**src/design/psw_defines.vh**
```
// constants shared by the program status byte execution logic
`ifndef PSW_DEFINES_VH
`define PSW_DEFINES_VH

// register byte offsets on the bus
`define OFS_COMMAND 8'h00
`define OFS_REG_ZERO 8'h04
`define OFS_UPPER 8'h08
`define OFS_LOWER 8'h0C
`define OFS_EXEC_STATUS 8'h10

// command register fields
`define CMD_OPCODE_LSB 0
`define CMD_MASK_LSB 8

// execution status register fields
`define ST_BUSY 0
`define ST_ILLEGAL 1
`define ST_REFUSED 2
`define ST_MCYC_LSB 8
`define ST_PERIODS_LSB 12

// reset values
`define RST_UPPER 8'h00
`define RST_LOWER 8'h00
`define RST_REG_ZERO 8'h00

// opcodes
`define OP_LOAD_UPPER 8'h92
`define OP_LOAD_LOWER 8'h93
`define OP_STORE_UPPER 8'h12
`define OP_STORE_LOWER 8'h13
`define OP_PRESET_UPPER 8'h76
`define OP_PRESET_LOWER 8'h77
`define OP_CLEAR_UPPER 8'h74
`define OP_CLEAR_LOWER 8'h75
`define OP_TEST_UPPER 8'hB4
`define OP_TEST_LOWER 8'hB5

// upper byte positions that can be held as one
`define UPPER_WRITABLE 8'hE7

// condition code positions in the lower byte and its values
`define CODE_HI 7
`define CODE_LO 6
`define CODE_POSITIVE 2'h1
`define CODE_ZERO 2'h0
`define CODE_NEGATIVE 2'h2

// timing: clock periods per machine cycle, machine cycles per class
`define CLK_PER_MCYC 2'h3
`define MCYC_ONE_BYTE 4'h2
`define MCYC_TWO_BYTE 4'h3

`endif

```
**src/design/psw_alu.v**
```verilog
// result calculation for the ten status byte instructions
`timescale 1ns/10ps
`default_nettype none

module psw_alu (
	// instruction
	input wire [7:0] opcode,
	input wire [7:0] mask,
	// present state
	input wire [7:0] upper_status_byte,
	input wire [7:0] lower_status_byte,
	input wire [7:0] register_zero,
	// results
	output reg legal,
	output reg [3:0] mcycles,
	output reg [7:0] next_upper,
	output reg [7:0] next_lower,
	output reg [7:0] next_reg_zero
);

`include "psw_defines.vh"

// condition code from the sign of a byte
function [1:0] sign_code;
	input [7:0] value;
	begin
		if (value == 8'h00)
			sign_code = `CODE_ZERO;
		else if (value[7])
			sign_code = `CODE_NEGATIVE;
		else
			sign_code = `CODE_POSITIVE;
	end
endfunction

// unselected bits are forced to one so they cannot fail the test
function [1:0] test_code;
	input [7:0] status;
	input [7:0] sel;
	begin
		if ((status | ~sel) == 8'hFF)
			test_code = `CODE_ZERO; // RL13 RL15 RL16
		else
			test_code = `CODE_NEGATIVE;
	end
endfunction

// decode and compute; defaults keep every byte unchanged
always @* begin
	legal = 1'b1;
	mcycles = `MCYC_TWO_BYTE;
	next_upper = upper_status_byte;
	next_lower = lower_status_byte;
	next_reg_zero = register_zero;
	case (opcode)
	`OP_LOAD_UPPER: begin
		mcycles = `MCYC_ONE_BYTE; // RL1
		next_upper = register_zero & `UPPER_WRITABLE; // RL1 RL2
	end
	`OP_LOAD_LOWER: begin
		mcycles = `MCYC_ONE_BYTE; // RL3
		next_lower = register_zero; // RL3 RL4
	end
	`OP_STORE_UPPER: begin
		mcycles = `MCYC_ONE_BYTE; // RL5
		next_reg_zero = upper_status_byte & `UPPER_WRITABLE; // RL5 RL6
		next_lower[`CODE_HI:`CODE_LO] = sign_code(upper_status_byte & `UPPER_WRITABLE); // RL5
	end
	`OP_STORE_LOWER: begin
		mcycles = `MCYC_ONE_BYTE; // RL7
		next_reg_zero = lower_status_byte; // RL7
		next_lower[`CODE_HI:`CODE_LO] = sign_code(lower_status_byte); // RL7
	end
	`OP_PRESET_UPPER: begin
		next_upper = (upper_status_byte | mask) & `UPPER_WRITABLE; // RL8 RL10 RL2
	end
	`OP_PRESET_LOWER: begin
		next_lower = lower_status_byte | mask; // RL9 RL10
	end
	`OP_CLEAR_UPPER: begin
		next_upper = upper_status_byte & ~mask; // RL11 RL10
	end
	`OP_CLEAR_LOWER: begin
		next_lower = lower_status_byte & ~mask; // RL12 RL10
	end
	`OP_TEST_UPPER: begin
		next_lower[`CODE_HI:`CODE_LO] = test_code(upper_status_byte, mask); // RL13
	end
	`OP_TEST_LOWER: begin
		next_lower[`CODE_HI:`CODE_LO] = test_code(lower_status_byte, mask); // RL14
	end
	default: begin
		legal = 1'b0;
		mcycles = 4'h0;
	end
	endcase
end

endmodule

`default_nettype wire

```
**src/design/psw_exec.v**
```verilog
// program status byte execution unit with an AHB-Lite register slave
`timescale 1ns/10ps
`default_nettype none

// Operation
// RL1 - opcode 92 copies register zero into the upper byte in two machine cycles.
// RL2 - upper byte positions four and three always hold zero after any load.
// RL3 - opcode 93 copies register zero into the lower byte in two machine cycles.
// RL4 - loading the lower byte takes the condition code from register zero bits seven and six.
// RL5 - opcode 12 copies the upper byte into register zero and sets the code from its sign.
// RL6 - the stored upper byte always has positions four and three at zero.
// RL7 - opcode 13 copies the lower byte into register zero and sets the code from its sign.
// RL8 - the upper preset sets each upper bit whose mask bit is one, in three cycles; the code keeps positions four and three at zero.
// RL9 - opcode 77 sets each lower bit whose mask bit is one, in three cycles.
// RL10 - preset and clear leave each bit with a zero mask bit unchanged.
// RL11 - opcode 74 clears each upper bit whose mask bit is one, in three cycles.
// RL12 - the lower clear clears each lower bit whose mask bit is one, in three cycles.
// RL13 - opcode B4 gives code 00 when all selected upper bits are one, else 10.
// RL14 - the lower test gives code 00 or 10 likewise and changes nothing else.
// RL15 - a status bit with a zero mask bit has no effect on a test result.
// RL16 - a test with an all-zero mask gives code 00, mask bit n acting on position n.
module psw_exec (
	// clock and reset
	input wire core_clk,
	input wire rst_n,
	// AHB-Lite slave
	input wire hsel,
	input wire [7:0] haddr,
	input wire [1:0] htrans,
	input wire hwrite,
	input wire [2:0] hsize,
	input wire hready,
	input wire [31:0] hwdata,
	output reg [31:0] hrdata,
	output reg hreadyout,
	output reg hresp,
	// processor state
	output reg [7:0] upper_status_byte,
	output reg [7:0] lower_status_byte,
	output reg [7:0] register_zero,
	output reg busy,
	output reg exec_done
);

`include "psw_defines.vh"

localparam ST_IDLE = 1'b0;
localparam ST_EXEC = 1'b1;

// address phase capture
reg wr_pending;
reg [7:0] wr_addr;

// instruction in flight
reg state;
reg [7:0] cur_opcode;
reg [7:0] cur_mask;
reg [1:0] period_cnt;
reg [3:0] mcyc_cnt;
reg [3:0] mcyc_need;

// report of the last instruction
reg illegal;
reg refused;
reg [3:0] last_mcyc;
reg [3:0] last_periods;

// results from the calculation block
wire alu_legal;
wire [3:0] alu_mcycles;
wire [7:0] alu_upper;
wire [7:0] alu_lower;
wire [7:0] alu_reg_zero;

// decoded bus events
wire addr_phase;
wire cmd_write;
wire mcyc_tick;
wire commit;
wire [3:0] periods_need;

psw_alu psw_alu_i (
	.opcode(state == ST_EXEC ? cur_opcode : hwdata[`CMD_OPCODE_LSB +: 8]),
	.mask(cur_mask),
	.upper_status_byte(upper_status_byte),
	.lower_status_byte(lower_status_byte),
	.register_zero(register_zero),
	.legal(alu_legal),
	.mcycles(alu_mcycles),
	.next_upper(alu_upper),
	.next_lower(alu_lower),
	.next_reg_zero(alu_reg_zero)
);

// transfer size is not decoded; narrower transfers are handled as words and complete with OKAY
assign addr_phase = hsel && htrans[1] && hready;
assign cmd_write = wr_pending && (wr_addr == `OFS_COMMAND);

// machine cycle enable: one pulse every third clock period
assign mcyc_tick = (state == ST_EXEC) && (period_cnt == `CLK_PER_MCYC - 2'h1);
assign commit = mcyc_tick && (mcyc_cnt == mcyc_need - 4'h1);
assign periods_need = mcyc_need * {2'h0, `CLK_PER_MCYC};

// bus handshake: zero wait states, always OKAY
always @(posedge core_clk or negedge rst_n) begin
	if (!rst_n) begin
		hreadyout <= 1'b0;
		hresp <= 1'b0;
	end else begin
		hreadyout <= 1'b1;
		hresp <= 1'b0;
	end
end

// remember a write address phase for the following data phase
always @(posedge core_clk or negedge rst_n) begin
	if (!rst_n) begin
		wr_pending <= 1'b0;
		wr_addr <= 8'h00;
	end else begin
		wr_pending <= addr_phase && hwrite;
		if (addr_phase)
			wr_addr <= {haddr[7:2], 2'h0};
	end
end

// read data registered at the address phase so it stands in the data phase
always @(posedge core_clk or negedge rst_n) begin
	if (!rst_n) begin
		hrdata <= 32'h00000000;
	end else if (addr_phase && !hwrite) begin
		case ({haddr[7:2], 2'h0})
		`OFS_COMMAND: hrdata <= {16'h0000, cur_mask, cur_opcode};
		`OFS_REG_ZERO: hrdata <= {24'h000000, register_zero};
		`OFS_UPPER: hrdata <= {24'h000000, upper_status_byte};
		`OFS_LOWER: hrdata <= {24'h000000, lower_status_byte};
		`OFS_EXEC_STATUS: hrdata <= {16'h0000, last_periods, last_mcyc,
			5'h00, refused, illegal, busy};
		default: hrdata <= 32'h00000000;
		endcase
	end
end

// sequencer: a command is accepted only while idle
always @(posedge core_clk or negedge rst_n) begin
	if (!rst_n) begin
		state <= ST_IDLE;
		cur_opcode <= 8'h00;
		cur_mask <= 8'h00;
		period_cnt <= 2'h0;
		mcyc_cnt <= 4'h0;
		mcyc_need <= 4'h0;
		busy <= 1'b0;
	end else begin
		case (state)
		ST_IDLE: begin
			period_cnt <= 2'h0;
			mcyc_cnt <= 4'h0;
			if (cmd_write && alu_legal) begin
				cur_opcode <= hwdata[`CMD_OPCODE_LSB +: 8];
				cur_mask <= hwdata[`CMD_MASK_LSB +: 8];
				mcyc_need <= alu_mcycles; // RL1 RL3 RL8 RL11
				state <= ST_EXEC;
				busy <= 1'b1;
			end
		end
		ST_EXEC: begin
			// divider feeding the machine cycle count
			if (mcyc_tick) begin
				period_cnt <= 2'h0;
				mcyc_cnt <= mcyc_cnt + 4'h1;
			end else begin
				period_cnt <= period_cnt + 2'h1;
			end
			if (commit) begin
				state <= ST_IDLE;
				busy <= 1'b0;
			end
		end
		default: begin
			state <= ST_IDLE;
			busy <= 1'b0;
		end
		endcase
	end
end

// architectural bytes: results land on the last clock period of the instruction
always @(posedge core_clk or negedge rst_n) begin
	if (!rst_n) begin
		upper_status_byte <= `RST_UPPER;
		lower_status_byte <= `RST_LOWER;
		register_zero <= `RST_REG_ZERO;
	end else if (commit) begin
		upper_status_byte <= alu_upper; // RL2
		lower_status_byte <= alu_lower; // RL4 RL14
		register_zero <= alu_reg_zero; // RL6
	end else if (wr_pending && state == ST_IDLE) begin
		// software may seed the bytes only between instructions
		case (wr_addr)
		`OFS_REG_ZERO: register_zero <= hwdata[7:0];
		`OFS_UPPER: upper_status_byte <= hwdata[7:0] & `UPPER_WRITABLE; // RL2
		`OFS_LOWER: lower_status_byte <= hwdata[7:0];
		default: register_zero <= register_zero;
		endcase
	end
end

// completion report and error flags
always @(posedge core_clk or negedge rst_n) begin
	if (!rst_n) begin
		exec_done <= 1'b0;
		illegal <= 1'b0;
		refused <= 1'b0;
		last_mcyc <= 4'h0;
		last_periods <= 4'h0;
	end else begin
		exec_done <= commit;
		if (commit) begin
			last_mcyc <= mcyc_need;
			last_periods <= periods_need;
		end
		if (cmd_write && state == ST_IDLE)
			illegal <= !alu_legal;
		// a command or byte write during execution is dropped; set beats clear
		if (wr_pending && state == ST_EXEC && wr_addr != `OFS_EXEC_STATUS)
			refused <= 1'b1;
		else if (wr_pending && wr_addr == `OFS_EXEC_STATUS && hwdata[`ST_REFUSED])
			refused <= 1'b0;
	end
end

endmodule

`default_nettype wire

```
**config.mk**
```make
export PLATFORM = sky130hd
export DESIGN_NAME = psw_exec
export DESIGN_NICKNAME = d
export VERILOG_FILES = /design/src/design/psw_alu.v /design/src/design/psw_exec.v
export VERILOG_INCLUDE_DIRS = /design/src /design/src/design
export SDC_FILE = /design/constraint.sdc
export NUM_CORES = 1
export LEC_CHECK = 0
export BUFFER_PORTS_ARGS = -buffer_cell sky130_fd_sc_hd__buf_2
export CORE_ASPECT_RATIO = 0.6
export CORE_MARGIN = 3
export CORE_UTILIZATION = 50
export DETAILED_ROUTE_END_ITERATION = 6
export GPL_TIMING_DRIVEN = 0
export HOLD_SLACK_MARGIN = 0.1
export PLACE_DENSITY_LB_ADDON = 0.3
export SLEW_MARGIN = 25
export SYNTH_ARGS = -nofsm -noshare
export SYNTH_HDL_FRONTEND = slang
export SYNTH_SLANG_ARGS = --single-unit
```
**constraint.sdc**
```tcl
create_clock -name core_clk -period 3.1 [get_ports core_clk]
set_input_delay 0.31 -clock core_clk [delete_from_list [all_inputs] [get_ports core_clk]]
set_output_delay 0.31 -clock core_clk [all_outputs]
set_load 0.05 [all_outputs]
```
==> impl_results.md, run 1 <==
* Highest-delay cell along the critical path: or4_1
* Final worst slack at 0.195 ns
* Total grt overflow at 0
* Final count of negative-setup-slack endpoints at 0
* CTS tree: yes
* Synthesized area per cell at 10.2 um2
* Pwr/cell area at 530 nW/um2
* Rows at 26
* Arrival time at the worst endpoint at 3.13 ns
* Antenna diode count at 0
* Final Cell Area at 5550 um2
* P_leak at 2.65 nW
* I/O Buffers at 70
* Number of global-route vias before repair at between 3000 and 4000
* Post-DP Area at around 5200 um2
* # Max-Cap Violations at 0
* Reg power frac at between 40% and 50%
* Finished Core Util at 63.4%
* GRT Util Overall at 28.8%
* Top FF cell, synth: dfrtp_1
* Clock transition at path regs at 0.07 ns
* Most frequent cells in the layout: 82 x dfrtp_1, 79 x buf_2, 40 x nor2_1, 40 x nand2_1, 24 x o21ai_0
* Max Clk Rate at 344 MHz
* Fin crit period at 2.90 ns
* Critical Path RT at 3.33 ns
* Number of cells produced by synthesis at 455
* Die ar. at 10500 um2
* Nets at 609
* # IOs at 110
* Core box area at 8750 um2
* Drt wl/cell at 21.6 um
* Slew Viols, Final at 0
* Startpoint Class: flip-flop
* Layout cells sized above 1 at 29.3%
* Slowest stage delay, CP at 0.49 ns
* Drt initial violations at 596
* Ys Warns at 0
* Switching Share at between 30% and 40%
* RSZ-0062 raised after global routing: no
* Dpl ws at between 0.2 and 0.25 ns
* Yosys cell types at 66
* Cell mode on critical path: buf_2
* Initial core utilization at between 50% and 60%
* Crit end category: flip-flop
* Crit-path max FO at 10
* Clock Sinks at 82
* Via count at between 4000 and 5000
* Ys async rst share at 100%
* Crit-path cells: inv_1 -> ha_1 -> xnor2_1 -> or4_1 -> buf_2 -> buf_2 -> o21ai_4 -> mux2_2
* Final period util at 93.7%
* CTS max path bufs at 2
* EDFF count, synth at 0
* Pre-antenna DRT Iters at 5
* Detail Placement HPWL at ~11 mm
* DR vias/cell at approximately 6.3
* Int Pwr at around 2.0 mW
* Sw Pwr at 0.967 mW
* Peak supply drop at around 0.00024 V
* Clk pwr share at between 30% and 40%
* Post-route DRC at 0
* Area growth syn-to-layout at 19.5%
* Largest net degree at the start of global routing at 43
* Setup TNS at 0 ns
* Run status: finished clean
* Final antenna-violating net count at 0
* Worst rel slew slack at 36.9%
* Most common cell after layout, fill and taps aside: dfrtp_1
* Setup CP Type: flip-flop to flip-flop
* Combinational share of power at between 10% and 20%
* Sequential area share after synthesis at 44.2%
* Cell Area, Synth at 4640 um2
* Vert. Die Dim at 80.6 um
* Placed Cells at roughly 660
* Post-Route WL at 14.5 mm
* CTS buffer count at 9
* Synth Register Bits at between 80 and 90
* Worst slew pin tran at about 0.94 ns
* Routability cong. at 1.02
* Finished Layout Cells at 672
* First-pass GRT wire length at 22.7 mm
* H-tree levels at 3
* Die X at approximately 130 um
* Initial antenna violation count at 1
* Setup Skew at approximately 0.0074 ns
* # fillers at 719
* Clk_lat worst skew at 0.35 ns
* Clk root buf: clkbuf_16
* HP Class: input pin to flip-flop
* Final hold vios at 0
## logic make-up (layout without fill, tap and decap cells)
| family | count (synthesis) | in the layout | share of synthesized area, % |
|---|---|---|---|
| other | 2 | 18 | 0.162 |
| multiplexers | 47 | 47 | 12.2 |
| AO/OA/AOI/OAI | 124 | 124 | 19.1 |
| flip-flops | 82 | 82 | 44.2 |
| AND/OR/NAND/NOR | 137 | 137 | 15.7 |
| adder cells (fa/ha/maj) | 4 | 4 | 1.08 |
| buffers and inverters | 54 | 143 | 6.71 |
| XOR/XNOR | 5 | 5 | 0.943 |
## per-layer routing
layer | wire, um | part of all wire [%] | up-vias | global-route usage [%]
met2 | 5890 | 41 | 291 | 38.6
met4 | 223 | 1.5 | 2 | 8.01
met5 | 13 | 0.090 | - | 0
li1 | - | - | 1846 | -
met1 | 6590 | 45 | 2031 | 43.6
met3 | 1770 | 12 | 31 | 9.77
## registers in the layout, summed over array words and instances (netlist names), 2 cells and up
| register | count |
|---|---|
| cur_opcode | 8 |
| mcyc_need | 2 |
| cur_mask | 8 |
| wr_addr | 6 |
| last_periods | 4 |
| register_zero | 8 |
| period_cnt | 2 |
| hrdata | 16 |
| upper_status_byte | 8 |
| mcyc_cnt | 4 |
| lower_status_byte | 8 |
## cell type report
cell class                 count  area [um2]  area share [%]
buffer                        39         255            4.60
clock buffer                  10         239            4.31
clock inverter                 6        71.3            1.29
inverter                      15        56.3            1.01
multi-input combinational    335        2350            42.3
sequential                    82        2050            37.0
tap                          112         140            2.53
timing repair buffer          73         388            6.99
## critical path: cells and delay by family (launching register included)
| kind | cells | cell delay (ns) |
|---|---|---|
| buffers and inverters | 3 | 0.54 |
| DFF | 1 | 0.43 |
| xor gates and xnor gates | 1 | 0.18 |
| muxes | 1 | 0.38 |
| and+or+nand+nor | 1 | 0.49 |
| AOI/OAI and AO/OA | 1 | 0.35 |
| adders and majority gates | 1 | 0.40 |
## timing repair
action / CTS / global route
resized for setup: 0 / 0
setup buffers: 0 / 0
hold buffers: 1 / 0
hold endpoints to repair: 40 / 0
## power groups by stage
| stage | Combinational, mW | Clock [mW] | Sequential, mW |
|---|---|---|---|
| after detailed placement | 0.568 | 0 | 1.26 |
| after global routing | 0.611 | 1.18 | 1.25 |
| after floorplan | 0.237 | 0 | 1.40 |
| after CTS | 0.571 | 1.14 | 1.24 |
| after global placement | 0.558 | 0 | 1.25 |
| final | 0.574 | 1.13 | 1.24 |
## per-stage QoR
stage,power [mW],hold slack [ns]
4_1_cts,2.94,0.170
6_report,2.94,0.173
2_1_floorplan,1.64,0.0144
3_3_place_gp,1.81,0.426
5_1_grt,3.04,0.190
3_5_place_dp,1.82,0.322
## path summary, 6_finish.rpt
| check | start | endpoint | slack, ns | depth (start not counted) |
|---|---|---|---|---|
| setup / recovery | mcyc_need[0] | lower_status_byte[5] | 0.20 | 8 |
| setup reg to reg | mcyc_need[0] | lower_status_byte[5] | 0.20 | 8 |
| hold / removal | hwdata[15] | cur_mask[7] | 0.17 | 3 |
| hold reg to reg | period_cnt[1] | period_cnt[0] | 0.45 | 1 |
| min in group asynchronous | rst_n | hrdata[11] | 0.49 | 2 |
| max in group asynchronous | rst_n | period_cnt[0] | 1.99 | 3 |
## cells in the mapped netlist (4+ instances only)
| cell type | n | area [um2] |
|---|---|---|
| nand2_1 | 40 | 150 |
| a211oi_1 | 6 | 45.0 |
| dfrtp_1 | 82 | 2050 |
| nand4_1 | 4 | 25.0 |
| nor2b_1 | 6 | 37.5 |
| a22o_1 | 9 | 78.8 |
| mux2_1 | 4 | 45.0 |
| nor2_1 | 40 | 150 |
| mux4_2 | 5 | 113 |
| inv_1 | 15 | 56.3 |
| nand2b_1 | 4 | 25.0 |
| clkbuf_1 | 5 | 18.8 |
| o21ai_0 | 24 | 120 |
| a221oi_1 | 9 | 78.8 |
| nor3_1 | 8 | 40.0 |
| o41ai_1 | 5 | 43.8 |
| mux2i_1 | 17 | 170 |
| a21oi_1 | 12 | 60.1 |
| mux2_2 | 21 | 236 |
| or2_2 | 4 | 25.0 |
| a31oi_1 | 7 | 43.8 |
| o22ai_1 | 14 | 87.6 |
| and2_1 | 7 | 43.8 |
| o21a_1 | 5 | 37.5 |
| a21o_1 | 8 | 60.1 |
| buf_4 | 20 | 150 |
| buf_2 | 9 | 45.0 |
| ha_1 | 4 | 50.1 |
| xnor2_1 | 4 | 35.0 |
No activity file was read; power rests on OpenSTA's default activity.
==> run 2: changes to the inputs <==
--- a/config.mk
+++ b/config.mk
@@ -7,9 +7,11 @@
 export NUM_CORES = 1
 export LEC_CHECK = 0
 export BUFFER_PORTS_ARGS = -buffer_cell sky130_fd_sc_hd__buf_2
+export CELL_PAD_IN_SITES_DETAIL_PLACEMENT = 0
+export CELL_PAD_IN_SITES_GLOBAL_PLACEMENT = 1
 export CORE_ASPECT_RATIO = 0.6
 export CORE_MARGIN = 3
-export CORE_UTILIZATION = 50
+export CORE_UTILIZATION = 41
 export DETAILED_ROUTE_END_ITERATION = 6
 export GPL_TIMING_DRIVEN = 0
 export HOLD_SLACK_MARGIN = 0.1
==> impl_results.md, run 2 (synthesis gave the netlist of run 1 again) <==
* R2R Path Start: mcyc_need[0]
* Crit end category: flip-flop
* Via count at 4138
* Pwr/cell area at 521 nW/um2
* DR vias/cell at 5.93
* RSZ-0062 raised after global routing: no
* CTS buffer count at 9
* Combinational share of power at 19.8%
* Clk pwr share at 37.3%
* Rows at 29
* Antenna diode count at 0
* Drt wl/cell at approximately 22 um
* Number of global-route vias before repair at around 3800
* Post-cts resize count at 0
* Initial antenna violation count at 1
* Finished Layout Cells at between 600 and 700
* Total grt overflow at 0
* Dpl ws at 0.251 ns
* # Max-Cap Violations at 0
* Nets at between 600 and 700
* Final count of negative-setup-slack endpoints at 0
* I/O Buffers at 70
* Peak supply drop at 0.000273 V
* Post-DP Area at between 5000 and 6000 um2
* Die X at 143 um
* Clock Sinks at 82
* Setup CP Type: flip-flop to flip-flop
* CTS max path bufs at 2
* Most frequent cells in the layout: 82 x dfrtp_1, 79 x buf_2, 40 x nor2_1, 40 x nand2_1, 24 x o21ai_0
* # IOs at 110
* Core box area at 10800 um2
* Detail Placement HPWL at 11.6 mm
* Critical path origin: mcyc_need[0]
* Routability cong. at between 0.9 and 1
* Min-Delay Startpoint: hwdata[9]
* Critical Path RT at 3.33 ns
* Reg with most FFs: hrdata
* Final period util at 92.3%
* Setup Skew at ~0.0078 ns
* Worst rel slew slack at 44.9%
* HP Class: input pin to flip-flop
* Final antenna-violating net count at 0
* Switching Share at 33.1%
* Layout cells sized above 1 at 29.2%
* Worst slew pin tran at 0.819 ns
* Vert. Die Dim at 88.4 um
* Clk_lat worst skew at around 0.34 ns
* Initial core utilization at between 40% and 50%
* Startpoint Class: flip-flop
* Final Cell Area at 5570 um2
* Pre-antenna DRT Iters at 6
* H-tree levels at 3
* Largest net degree at the start of global routing at 50
* Drt initial violations at 535
* First-pass GRT wire length at 22.7 mm
* Sw Pwr at 0.960 mW
* Post-Route WL at 15.1 mm
* GRT Util Overall at 24.2%
* Clock transition at path regs at 0.06 ns
* Setup Buffers After CTS at 0
* Clk root buf: clkbuf_16
* Post-route DRC at 0
* Max Clk Rate at ~350 MHz
* Run status: finished clean
* Placed Cells at 682
* Arrival time at the worst endpoint at between 3 and 4 ns
* Setup TNS at 0 ns
* Final worst slack at 0.237 ns
* Crit-path max FO at 10
* P_leak at approximately 2.6 nW
* Final hold vios at 0
* Slew Viols, Final at 0
* CTS tree: yes
* Fin crit period at 2.86 ns
* Die ar. at 12700 um2
* Max reg flops at 16
* Area growth syn-to-layout at 19.9%
* Most common cell after layout, fill and taps aside: dfrtp_1
* Reg power frac at 42.9%
* Int Pwr at about 1.9 mW
[run 2: routing by layer]
layer / track usage [%] / share of wire (%)
met5: 0 / 0.092
met4: 5.90 / 1.7
met3: 6.16 / 11
met1: 37.7 / 47
met2: 33.4 / 40
[run 2: what timing repair did]
item	4_1_cts	5_1_grt
endpoints found under the setup margin	0	0
hold buffers	1	0
hold endpoints to repair	33	0
[run 2: layout make-up]
class | count | area (um2)
Clock buffer | 9 | 225
Tap cell | 139 | 174
Timing Repair Buffer | 73 | 395
Fill cell | 1025 | 5240
Clock inverter | 6 | 65.1
Multi-Input combinational cell | 335 | 2350
Inverter | 15 | 56.3
Buffer | 39 | 255
Sequential cell | 82 | 2050
[run 2: critical path, cell delays in order (launching register included)]
cell	delay, ns
dfrtp_1	0.44
inv_1	0.13
ha_1	0.38
xnor2_1	0.17
or4_1	0.49
buf_2	0.19
buf_2	0.24
o21ai_4	0.33
mux2_2	0.38
[run 2: worst paths after layout]
path / end / slack (ns) / depth (start not counted)
min reg2reg: period_cnt[0] / 0.45 / 1
max reg2reg: lower_status_byte[4] / 0.24 / 8
min in group asynchronous: hrdata[8] / 0.46 / 2
max in group asynchronous: mcyc_need[0] / 2.04 / 3
max: lower_status_byte[4] / 0.24 / 8
min: cur_mask[1] / 0.18 / 3
[run 2: power groups by stage]
stage	Combinational (mW)	Sequential (mW)	Clock, mW
5_1_grt	0.611	1.25	1.13
6_report	0.574	1.25	1.08
3_3_place_gp	0.558	1.26	0
3_5_place_dp	0.571	1.26	0
4_1_cts	0.572	1.24	1.10
2_1_floorplan	0.237	1.40	0
[run 2: per-stage QoR]
step	utilization, %	hold slack (ns)	total power, mW
after global routing	51.5	0.192	3.00
after floorplan	-	0.0144	1.64
final	51.5	0.177	2.90
after global placement	48.3	0.428	1.82
after CTS	51.5	0.175	2.91
after detailed placement	48.7	0.299	1.83
==> run 3: changes to the inputs <==
--- a/config.mk
+++ b/config.mk
@@ -6,12 +6,13 @@
 export SDC_FILE = /design/constraint.sdc
 export NUM_CORES = 1
 export LEC_CHECK = 0
+export ABC_AREA = 1
 export BUFFER_PORTS_ARGS = -buffer_cell sky130_fd_sc_hd__buf_2
 export CELL_PAD_IN_SITES_DETAIL_PLACEMENT = 0
 export CELL_PAD_IN_SITES_GLOBAL_PLACEMENT = 1
 export CORE_ASPECT_RATIO = 0.6
 export CORE_MARGIN = 3
-export CORE_UTILIZATION = 41
+export CORE_UTILIZATION = 40
 export DETAILED_ROUTE_END_ITERATION = 6
 export GPL_TIMING_DRIVEN = 0
 export HOLD_SLACK_MARGIN = 0.1
==> impl_results.md, run 3 <==
* P_leak at ~3 nW
* Finished Core Util at between 50 and 60%
* Critical Path RT at 3.37 ns
* Final hold vios at 0
* GRT Util Overall at between 20% and 30%
* Antenna diode count at 0
* Int Pwr at 1.84 mW
* First-pass GRT wire length at around 26 mm
* Initial core utilization at 42.5%
* Area growth syn-to-layout at 18.7%
* Arrival time at the worst endpoint at 2.64 ns
* CTS max path bufs at 2
* Run status: finished clean
* Top FF cell, synth: dfrtp_1
* # Max-Cap Violations at 0
* Initial antenna violation count at 0
* Post-Route WL at 16.6 mm
* Drt initial violations at 509
* CTS buffer count at 9
* Top post-synthesis cells by area: dfrtp_1 41%, nand2_1 13%, inv_1 6.0%, o21ai_0 4.8%, nor2_1 3.9%
* Final count of negative-setup-slack endpoints at 0
* Fin crit period at 2.38 ns
* Synth Register Bits at 82
* Rows at 30
* Max Clk Rate at 421 MHz
* Sw Pwr at 0.981 mW
* Via count at 4785
* Nets at 812
* Detail Placement HPWL at 12.9 mm
* Synthesized area per cell at 7.55 um2
* Peak supply drop at 0.000256 V
* Max reg flops at 16
* Min-Delay Startpoint: hwdata[8]
* Final period util at 76.7%
* Number of global-route vias before repair at between 4000 and 5000
* RSZ-0062 raised after global routing: no
* Area share of the largest cell type after synthesis at 41.2%
* DR vias/cell at 5.18
* Slew Viols, Final at 0
* Cell Area, Synth at 4980 um2
* Switching Share at 34.8%
* EDFF count, synth at 0
* Area leader, netlist: dfrtp_1
* Drt wl/cell at approximately 18 um
* Core box area at 11700 um2
* Largest net degree at the start of global routing at 48
* Pre-antenna DRT Iters at 5
* Setup Buffers After CTS at 0
* Combinational share of power at 19.9%
* Die ar. at 13900 um2
* Clock Sinks at 82
* Reg with most FFs: hrdata
* Clk root buf: clkbuf_16
* Ys async rst share at 100%
* Yosys cell types at 41
* Routability cong. at 0.962
* Setup TNS at 0 ns
* R2R Path Start: mcyc_need[0]
* # IOs at 110
* Die X at between 100 and 150 um
* Worst rel slew slack at 48.2%
* Total grt overflow at 0
* Ys Warns at 0
* Final antenna-violating net count at 0
* Setup CP Type: flip-flop to flip-flop
* Reg power frac at a little over two fifths
* Most common cell after layout, fill and taps aside: nand2_1
* Total Power at 2.82 mW
* CTS tree: yes
* Vert. Die Dim at roughly 90 um
* I/O Buffers at 70
* Crit end category: flip-flop
* Top-count cell post-synth: nand2_1
* Post-synth top cells: 178 x nand2_1, 82 x dfrtp_1, 79 x inv_1
* Number of cells produced by synthesis at 659
* Sequential area share after synthesis at around 41%
* Clk pwr share at 37.0%
* Layout cells sized above 1 at between 20% and 30%
* Clk_lat worst skew at around 0.35 ns
* Setup Skew at 0.00889 ns
* Most frequent cells in the layout: 178 x nand2_1, 82 x dfrtp_1, 79 x inv_1
* Startpoint Class: flip-flop
* Pwr/cell area at 478 nW/um2
* HP Class: input pin to flip-flop
* Post-route DRC at 0
* Critical path origin: mcyc_need[0]
* Clock transition at path regs at 0.07 ns
* Worst slew pin tran at around 0.77 ns
* Crit-path max FO at 10
* H-tree levels at 3
==> run 3: cell types whose count changed in the layout (fill, tap and decap cells not counted), moves of 9 or more <==
cell and change:
a22o_1 -9, mux2i_1 -17, nand3_1 +29, o21ai_1 +19
o21ai_0 +24, nor2_1 +12, nand2_1 +138, a21oi_1 +9
nand2_2 +20, inv_1 +64, a221oi_1 -9, mux2_2 -19
==> run 3: stage by stage <==
stage	setup WS [ns]	instances	hold slack, ns	area, um2
after global placement	0.816	905	0.413	5590
after CTS	0.740	923	0.160	5910
after detailed placement	0.761	906	0.369	5610
after global routing	0.561	923	0.172	5910
after floorplan	1.22	675	0.0144	5040
final	0.723	923	0.162	5910
==> run 3: area by class of cell <==
cell class                 count  area (um2)
inverter                      87         332
clock buffer                   9         225
buffer                        33         262
sequential                    82        2050
timing repair buffer          72         383
clock inverter                 7        62.6
multi-input combinational    473        2390
tap                          160         200
fill                        1190        5800
==> run 3: per-layer routing <==
layer / share of wire, % / track usage [%] / wire, um
met3: 11 / 6.16 / 1840
met2: 38 / 32.3 / 6280
met5: 0 / 0 / 0
met1: 50 / 39.5 / 8240
met4: 1.2 / 5.10 / 195
==> run 3: cells by family (layout without fill, tap and decap cells) <==
logic type | count (synthesis) | in the layout | share of synthesized area (%)
other | 2 | 18 | 0.151
buffers and inverters | 120 | 208 | 11.9
XOR/XNOR | 2 | 2 | 0.352
adder cells (fa/ha/maj) | 4 | 4 | 1.01
flip-flops | 82 | 82 | 41.2
AO/OA/AOI/OAI | 138 | 138 | 16.9
multiplexers | 2 | 2 | 0.453
AND/OR/NAND/NOR | 309 | 309 | 28.0
==> run 3: power by group through the flow <==
stage	clock (mW)	sequential, mW	combinational, mW
2_1_floorplan	0	1.38	0.239
3_3_place_gp	0	1.23	0.550
3_5_place_dp	0	1.23	0.560
4_1_cts	1.06	1.21	0.563
5_1_grt	1.11	1.22	0.607
6_report	1.04	1.21	0.563
==> run 3: path summary, 6_finish.rpt <==
kind                                         to  slack, ns  cells past startpoint
setup / recovery           lower_status_byte[1]       0.72                      9
hold / removal                      cur_mask[0]       0.16                      3
setup reg to reg           lower_status_byte[1]       0.72                      9
hold reg to reg                   period_cnt[0]       0.42                      1
max in group asynchronous      register_zero[6]       1.96                      3
min in group asynchronous       last_periods[3]       0.52                      2
==> run 3: critical path: stages, from the launching register on <==
cell	delay [ns]
dfrtp_1	0.40
inv_1	0.13
ha_1	0.33
xor2_1	0.14
nand3_1	0.12
nor2_4	0.28
buf_4	0.25
buf_2	0.33
nand2_1	0.12
a22oi_2	0.18
==> run 3: timing repair <==
item / CTS / global route
gates resized for setup: 0 / 0
hold buffers: 1 / 0
hold endpoints to repair: 46 / 0
